`config.mk`:
```
export PLATFORM = sky130hd
export DESIGN_NAME = hbt_port
export DESIGN_NICKNAME = d
export VERILOG_FILES = /design/src/logic/hbt_pkg.sv /design/src/logic/hbt_decode.sv /design/src/logic/hbt_port.sv
export SDC_FILE = /design/constraint.sdc
export NUM_CORES = 1
export LEC_CHECK = 0
export ABC_AREA = 0
export BUFFER_PORTS_ARGS = -buffer_cell sky130_fd_sc_hd__buf_2
export CORE_MARGIN = 2
export CORE_UTILIZATION = 49
export DETAILED_ROUTE_END_ITERATION = 6
export PLACE_DENSITY = 0.87
export REMOVE_ABC_BUFFERS = 1
export SLEW_MARGIN = 20
export SYNTH_ARGS = -nofsm -noshare
export SYNTH_HDL_FRONTEND = slang
export SYNTH_HIERARCHICAL = 1
export SYNTH_SLANG_ARGS = --single-unit
```
`constraint.sdc`:
```
create_clock -name i_ref_clk -period 4.4 [get_ports i_ref_clk]
set_input_delay 0.88 -clock i_ref_clk [delete_from_list [all_inputs] [get_ports i_ref_clk]]
set_output_delay 0.88 -clock i_ref_clk [all_outputs]
set_load 0.005 [all_outputs]
```
`src/logic/hbt_pkg.sv`:
```
// package: timing constants, encodings and states of the host port block
package hbt_pkg;

  // ---------------------------------------------------------------------
  // clock and timing
  // ---------------------------------------------------------------------
  localparam int unsigned CLK_PERIOD_NS = 20;   // sys_clk_period at 50 MHz
  // hold/ack limits are stated in whole system clocks
  localparam int unsigned HOLD_REG_TS   = 2;    // register access, mem write
  localparam int unsigned HOLD_MEM_TS   = 7;    // display memory read
  // no-handshake data valid limits: n clocks plus a margin in ns
  localparam int unsigned NOHS_REG_TS   = 2;
  localparam int unsigned NOHS_MEM_TS   = 6;
  localparam int unsigned NOHS_EXTRA_NS = 19;
  // longest time rounds down: the 19 ns margin adds no cycle at 20 ns
  localparam int unsigned NOHS_REG_CYC  =
    NOHS_REG_TS + NOHS_EXTRA_NS / CLK_PERIOD_NS;
  localparam int unsigned NOHS_MEM_CYC  =
    NOHS_MEM_TS + NOHS_EXTRA_NS / CLK_PERIOD_NS;

  // ---------------------------------------------------------------------
  // bus styles and address map
  // ---------------------------------------------------------------------
  localparam logic [15:0] MEM_BASE      = 16'h8000; // direct: memory window
  localparam logic [2:0]  CNT_RESET     = 3'h0;

  typedef enum logic [1:0] {
    HBT_GENERIC = 2'h0,
    HBT_STROBE_AS = 2'h1
  } hbt_bus_t;

  typedef enum logic {
    HBT_REG = 1'b0,
    HBT_MEM = 1'b1
  } hbt_target_t;

  typedef enum {
    HBT_IDLE,
    HBT_BUSY,
    HBT_DONE
  } hbt_state_t;

endpackage

```
`src/logic/hbt_decode.sv`:
```
// address decoder: register or display memory target of a host cycle
`timescale 1ns/100ps
`default_nettype none

module hbt_decode (
  input  wire logic        i_direct,
  input  wire logic [15:0] i_addr,
  output logic             o_is_mem,
  output logic [15:0]      o_index
);

  // ---------------------------------------------------------------------
  // decode
  // ---------------------------------------------------------------------
  // indirect uses bit 0 as port select, direct decodes sixteen bits [RL16]
  always_comb begin
    if (i_direct) begin
      o_is_mem = (i_addr >= hbt_pkg::MEM_BASE);
      o_index  = o_is_mem ? (i_addr - hbt_pkg::MEM_BASE) : i_addr;
    end else begin
      o_is_mem = i_addr[0];
      o_index  = 16'h0000;
    end
  end

endmodule

`default_nettype wire

```
`src/logic/hbt_port.sv`:
```
// host port timing core: strobe tracking, hold/ack timing and read data
`timescale 1ns/100ps
`default_nettype none

// Contract
// RL1: handshake generic bus holds wait low at most 2, or 7 clocks.
// RL2: host keeps strobe asserted until wait has risen.
// RL3: read data is valid when wait is released high.
// RL4: after strobe ends, wait output goes to high impedance.
// RL5: host presents write data one clock before write strobe ends.
// RL6: indirect mode inactive gaps of 2 or 1 clocks between strobes.
// RL7: direct handshake mode needs four clocks between writes.
// RL8: indirect no-handshake cycles last 4, or 7 clocks, minimum.
// RL9: no-handshake strobes active 3, or 6 clocks, minimum.
// RL10: direct no-handshake cycles 5 or 8 clocks, gaps 2 clocks.
// RL11: no-handshake read data within 2, or 6 clocks, of strobe.
// RL12: transfer_ack_n driven after addr_strobe_n falls, released after rise.
// RL13: ack within 2 clocks, or 7 for memory reads, data valid.
// RL14: host keeps data strobe until hold or ack has gone low.
// RL15: read data appears on the bus no earlier than ack falls.
// RL16: indirect uses one address bit, direct a sixteen-bit decode.
module hbt_port #(
  parameter int unsigned MEM_LAT = hbt_pkg::NOHS_MEM_TS - 1, // 6 clock limit
  parameter int unsigned REG_LAT = hbt_pkg::HOLD_REG_TS - 1
) (
  input  wire logic        i_ref_clk,
  input  wire logic        i_arst_n,
  // configuration straps
  input  wire logic [1:0]  i_bus_style,
  input  wire logic        i_direct,
  input  wire logic        i_handshake,
  // host pins
  input  wire logic        i_cs_n,
  input  wire logic        i_rd_n,
  input  wire logic        i_wr_n,
  input  wire logic        i_addr_strobe_n,
  input  wire logic [15:0] i_addr,
  input  wire logic [7:0]  i_data,
  output logic [7:0]       o_data,
  output logic             o_data_oe,
  output logic             o_wait_n,
  output logic             o_wait_oe,
  output logic             o_transfer_ack_n,
  output logic             o_transfer_ack_oe,
  // internal register / memory side
  output logic             o_req,
  output logic             o_req_we,
  output logic             o_req_mem,
  output logic [15:0]      o_req_index,
  output logic [7:0]       o_req_wdata,
  input  wire logic [7:0]  i_rdata
);

  // ---------------------------------------------------------------------
  // state
  // ---------------------------------------------------------------------
  typedef struct packed {
    hbt_pkg::hbt_state_t st;
    logic [2:0]          cnt;
    logic                we;
    logic                mem;
    logic [15:0]         index;
    logic [7:0]          wdata;
    logic [7:0]          rdata;
    logic                data_ok;
    logic                req;
  } hbt_state_s_t;

  hbt_state_s_t cur;
  hbt_state_s_t nxt;

  logic        is_m68;
  logic        rd_act;
  logic        wr_act;
  logic        strobe;
  logic        dec_mem;
  logic [15:0] dec_index;
  logic [2:0]  lat;

  hbt_decode u_decode ( // [RL16]
    .i_direct (i_direct),
    .i_addr   (i_addr),
    .o_is_mem (dec_mem),
    .o_index  (dec_index)
  );

  // 68k style: rd_n carries read/write direction, addr_strobe frames it
  assign is_m68 = (i_bus_style == hbt_pkg::HBT_STROBE_AS);
  assign rd_act = is_m68 ? (!i_addr_strobe_n && i_rd_n)
                         : !i_rd_n;
  assign wr_act = is_m68 ? (!i_addr_strobe_n && !i_rd_n)
                         : !i_wr_n;
  assign strobe = !i_cs_n && (rd_act || wr_act);

  // latency to completion, counted from the first busy clock
  function automatic logic [2:0] lat_of(input logic mem, input logic we);
    lat_of = (mem && !we) ? MEM_LAT[2:0] : REG_LAT[2:0];
  endfunction

  assign lat = lat_of(cur.mem, cur.we);

  // ---------------------------------------------------------------------
  // next state
  // ---------------------------------------------------------------------
  // one access per strobe; done waits for the strobe to end [RL2] [RL14]
  always_comb begin
    nxt     = cur;
    nxt.req = 1'b0;
    case (cur.st)
      hbt_pkg::HBT_IDLE: begin
        nxt.data_ok = 1'b0;
        if (strobe) begin
          nxt.st    = hbt_pkg::HBT_BUSY;
          nxt.cnt   = hbt_pkg::CNT_RESET;
          nxt.we    = wr_act;
          nxt.mem   = dec_mem;
          nxt.index = dec_index;
          nxt.req   = !wr_act; // reads fetch at once
        end
      end
      hbt_pkg::HBT_BUSY: begin
        nxt.cnt = cur.cnt + 3'h1;
        if (cur.cnt + 3'h1 >= lat) begin
          // bounded latency of 2 or 6 clocks [RL1] [RL13] [RL11]
          nxt.st      = hbt_pkg::HBT_DONE;
          nxt.data_ok = !cur.we;
        end
        if (!cur.we && cur.cnt == hbt_pkg::CNT_RESET) begin
          nxt.rdata = i_rdata;
        end
        // a fast host may drop the strobe right after release [RL5]
        if (cur.we && strobe) begin
          nxt.wdata = i_data;
        end
        if (!strobe) begin
          nxt.st = hbt_pkg::HBT_IDLE; // host aborted early
        end
      end
      hbt_pkg::HBT_DONE: begin
        if (strobe) begin
          // sample under the strobe: data need not outlast its end [RL5]
          if (cur.we) begin
            nxt.wdata = i_data;
          end
        end else begin
          nxt.st  = hbt_pkg::HBT_IDLE;
          nxt.req = cur.we; // write issued with the last byte seen
        end
      end
      default: begin
        nxt.st = hbt_pkg::HBT_IDLE;
      end
    endcase
  end

  // ---------------------------------------------------------------------
  // registers
  // ---------------------------------------------------------------------
  always_ff @(posedge i_ref_clk or negedge i_arst_n) begin
    if (!i_arst_n) begin
      cur <= '{st: hbt_pkg::HBT_IDLE, cnt: hbt_pkg::CNT_RESET,
               we: 1'b0, mem: 1'b0, index: 16'h0000,
               wdata: 8'h00, rdata: 8'h00, data_ok: 1'b0, req: 1'b0};
    end else begin
      cur <= nxt;
    end
  end

  // ---------------------------------------------------------------------
  // pins
  // ---------------------------------------------------------------------
  // wait driven low from the strobe itself, floated with it [RL4]
  assign o_wait_oe = !is_m68 && i_handshake && strobe; // [RL1]
  // released high with data already valid [RL3]
  assign o_wait_n  = (cur.st == hbt_pkg::HBT_DONE);
  // ack driven from address strobe fall to its rise [RL12]
  assign o_transfer_ack_oe = is_m68 && i_handshake && !i_addr_strobe_n;
  assign o_transfer_ack_n  = (cur.st != hbt_pkg::HBT_DONE);
  // data driven no earlier than ack or wait release [RL15]
  assign o_data    = cur.rdata;
  assign o_data_oe = rd_act && !i_cs_n && cur.data_ok &&
                     cur.st == hbt_pkg::HBT_DONE;

  assign o_req       = cur.req;
  assign o_req_we    = cur.we;
  assign o_req_mem   = cur.mem;
  assign o_req_index = cur.index;
  assign o_req_wdata = cur.wdata;
endmodule

`default_nettype wire
```
==> flow_results.org <==
** Run status
- The flow ran to the end, and the final reports show no timing, DRC or antenna violations.

** Hold path
- In this run the worst hold path is classified as flip-flop to flip-flop.
- Beginning of the worst hold path :: o_req_index[13]
- Worst Hold Path EP :: o_req_index[13]
- Along the worst hold path, the cell count comes to 1.

** Timing
- The worst pin sits at a relative slew slack of 40.04%.
- On the final layout, the worst clock skew is 0.01064 ns.
- Final Max Tran Viols :: 0
- Fmax :: 0.3387 GHz
- Setup-failing EPs final :: 0
- Setup repair after global routing left no endpoint under its margin.
- Final period util :: 67.11%
- Setup total negative slack on the finished layout was measured at 0 ns.
- At the pin with the least slew margin, the transition time is 0.8994 ns.
- Hold Violations, Final :: 0
- The clock period could shrink to 2.953 ns.

** Global route
- Final global-route overflow total :: 0
- The via count of the first global-routing pass is 1400.
- Global-route wire length before repair :: 6279 um
- For this run, the total global-route usage over all layers was measured as 16.26%.
- Initial antenna violation count :: 0
- Entering global routing, the biggest net connects 42 pins.

** Worst setup path
- STA classifies the critical path endpoint as an output pin.
- In this run the worst path has a maximum fanout of 7.
- CP arrival :: 2.07 ns
- Setup Crit Path Kind :: input port to output pin
- Reg2Reg Setup Slack :: 2.43 ns
- The endpoint identified for the worst register-to-register timing path is o_req_mem.
- Nature of the critical path startpoint :: input port
- The worst register-to-register path begins at cur[39].
- STA puts the critical path data required time at 3.52 ns.
- The number of cells on the worst reg-to-reg path is 3.

** Yosys
- The cell count after synthesis came out at 177.
- Synthesis Warnings :: 6
- Post-synthesis sequential area ratio :: 47.37%
- The number of different library cells used by synthesis comes to 33.
- The synthesized design contains 41 register bits.
- Dividing the synthesized area by the synthesized cell count gives 12.24 um2.
- The synthesized netlist occupies a cell area of 2166 um2.

** Clocking
- After clock tree synthesis, the clock-pin slew on the worst setup and hold paths is 0.08 ns.
- Number of buffers inserted to repair setup after CTS :: 0
- Deepest clock path buffer count :: 2
- Sinks on Clock Net :: 41
- TritonCTS built the clock tree.
- For this design, the CTS-stage hold fixing added 0 buffers.
- Buffers inserted during clock tree synthesis total 5.
- Skew-Pair Late Insertion Delay :: 0.30 ns
- Post-CTS Resized :: 0
- Root buffer selected by CTS :: sky130_fd_sc_hd__clkbuf_8
- H-tree levels :: 2

** Die
- Die area :: 4968 um2
- Starting Density :: 50.44%
- Die H :: 70.49 um
- Placeable Area :: 4294 um2
- Rows :: 24
- Die X-Extent :: 70.49 um
- I/O pin total :: 82

** Finish
- At the end of the flow, the number of nets in the layout was 274.
- Measured on the finished design, the core utilization comes to 56.76%.
- Relative to the synthesized area, the layout overhead comes to 12.54%.
- Final instance area :: 2437 um2
- The repair_antennas step left the layout with diodes totalling 0.
- Proportion of layout cells with a drive suffix above 1 :: 54.59%

** Place
- Post-detailed-placement cell area :: 2351 um2
- Routability-driven placement finished with a final weighted congestion of 0.7805.
- The wire-length estimate of the detail-placed layout is 2840 um.
- IO Port Bufs :: 81

** Power and ir drop
- The worst-case IR drop observed on VDD is 232.1 uV.
- In this run switching power makes up 31.67% of total power.
- Total Power :: 1.413 mW
- Internal power comes to 965.7 uW.
- The analysis attributes to cell leakage a power of 1.294 nW.
- Power density over cell area :: 579.9 nW/um2
- Power share of the sequential group :: 45.2%
- Combinational Power Share :: 37.7%
- P_sw :: 447.6 uW
- The clock network burns 17.1% of the power.

** Drt
- After detailed routing, the number of vias per cell comes to 4.922.
- Dividing the detail-routed wire length by the instance count gives 13.65 um.
- The detail route stage leaves a number of antenna-violating nets equal to 0.
- In this run, the number of DRC markers left after iteration 0 of detailed routing was 60.
- Wires add up to 3835 um.
- The routed layout has 1383 vias.
- For this run, design rule violations remaining after detail routing come to 0.
- Detailed-routing iteration count for the pre-antenna-repair pass :: 4

** Run
- Max-cap violations in this run came to 0.
-- power by group through the flow --
stage               Clock (mW)  Combinational [mW]  Sequential (mW)
floorplan                    0               0.299            0.651
detailed placement           0               0.542            0.647
finish                   0.241               0.533            0.639
CTS                      0.252               0.544            0.640
global route             0.268               0.588            0.666
global placement             0               0.522            0.639
-- cell families after synthesis --
kind of cell	synth area share [%]
AOI/OAI and AO/OA	4.102
xor gates and xnor gates	0.4045
buffers and inverters	14.04
other	0.1731
and+or+nand+nor	11.61
DFF	47.37
muxes	19.99
adders and majority gates	2.311
-- cell type report --
class                      instances  area [um2]
inverter                           5       18.77
sequential                        41        1026
timing repair buffer              81       405.4
clock buffer                       5       68.82
tap                               52       65.06
clock inverter                     3       17.52
fill                             369        1857
multi-input combinational         94       835.8
-- cells in the mapped netlist --
master / count / area [um2]
sky130_fd_sc_hd__conb_1: 1 / 3.750
sky130_fd_sc_hd__a21o_1: 1 / 7.510
sky130_fd_sc_hd__a22o_1: 1 / 8.760
sky130_fd_sc_hd__mux2i_1: 2 / 20.02
sky130_fd_sc_hd__buf_6: 2 / 22.52
sky130_fd_sc_hd__xor2_1: 1 / 8.760
sky130_fd_sc_hd__a21oi_1: 2 / 10.01
sky130_fd_sc_hd__and2_1: 17 / 106.4
sky130_fd_sc_hd__o21ai_0: 4 / 20.02
sky130_fd_sc_hd__inv_1: 5 / 18.77
sky130_fd_sc_hd__a211o_1: 1 / 8.760
sky130_fd_sc_hd__mux2_4: 8 / 120.1
sky130_fd_sc_hd__or3_1: 1 / 6.260
sky130_fd_sc_hd__and3_1: 3 / 18.77
sky130_fd_sc_hd__or2_2: 1 / 6.260
sky130_fd_sc_hd__buf_4: 35 / 262.8
sky130_fd_sc_hd__or3b_2: 1 / 8.760
sky130_fd_sc_hd__nor4b_4: 1 / 23.77
sky130_fd_sc_hd__o21bai_1: 1 / 7.510
sky130_fd_sc_hd__mux2_2: 25 / 281.5
sky130_fd_sc_hd__ha_1: 4 / 50.05
sky130_fd_sc_hd__a211oi_1: 1 / 7.510
sky130_fd_sc_hd__nand2b_1: 4 / 25.02
sky130_fd_sc_hd__a32o_1: 1 / 10.01
sky130_fd_sc_hd__mux2_1: 1 / 11.26
sky130_fd_sc_hd__nand3_1: 1 / 5.000
sky130_fd_sc_hd__o311ai_0: 1 / 8.760
sky130_fd_sc_hd__dfrtp_1: 41 / 1026
sky130_fd_sc_hd__nor4b_1: 1 / 8.760
sky130_fd_sc_hd__nand2_1: 5 / 18.77
sky130_fd_sc_hd__nor2_1: 2 / 7.510
sky130_fd_sc_hd__nor3b_1: 1 / 7.510
sky130_fd_sc_hd__and3b_1: 1 / 8.760
-- worst max-delay path: stages --
cell and delay [ns]:
sky130_fd_sc_hd__buf_2 0.10, sky130_fd_sc_hd__nand2b_1 0.23, sky130_fd_sc_hd__a211oi_1 0.51, sky130_fd_sc_hd__and3_1 0.24
sky130_fd_sc_hd__buf_2 0.11
-- per-stage QoR --
stage	worst slack [ns]	cells	hold slack [ns]
after floorplan	1.832	140	0.4831
after global placement	1.538	273	0.4839
after detailed placement	1.474	273	0.4877
after CTS	1.472	281	0.5064
after global routing	1.372	281	0.5173
final	1.447	281	0.5049
-- cells in the final DEF (no fill, tap or decap), types with 4 or more instances in the layout --
master,Yosys,layout
sky130_fd_sc_hd__buf_2,0,81
sky130_fd_sc_hd__ha_1,4,4
sky130_fd_sc_hd__clkbuf_8,0,5
sky130_fd_sc_hd__and2_1,17,17
sky130_fd_sc_hd__inv_1,5,5
sky130_fd_sc_hd__mux2_2,25,25
sky130_fd_sc_hd__o21ai_0,4,4
sky130_fd_sc_hd__nand2_1,5,5
sky130_fd_sc_hd__dfrtp_1,41,41
sky130_fd_sc_hd__nand2b_1,4,4
sky130_fd_sc_hd__mux2_4,8,8
-- state kept, by name, indices dropped and copies added (netlist names) --
name         cells
cur              6
o_data           8
o_req            1
o_req_index     16
o_req_mem        1
o_req_wdata      8
o_req_we         1
-- routing by layer --
metal	GRT usage [%]	wire length [um]	up-vias
met1	20.06	1663	659
met4	5.769	68	0
met2	26.21	1856	48
met3	5.916	247	7
li1	-	-	669
met5	0	0	-
-- how the worst max path moves through the flow --
| stage | cells past startpoint | start | to |
|---|---|---|---|
| global route | 5 | i_bus_style[1] | o_wait_oe |
| global placement | 5 | i_bus_style[1] | o_wait_oe |
| CTS | 5 | i_bus_style[1] | o_wait_oe |
| detailed placement | 5 | i_bus_style[1] | o_wait_oe |
| finish | 5 | i_bus_style[1] | o_wait_oe |
| floorplan | 3 | i_bus_style[1] | o_wait_oe |
Power figures use the tool's default switching activity.
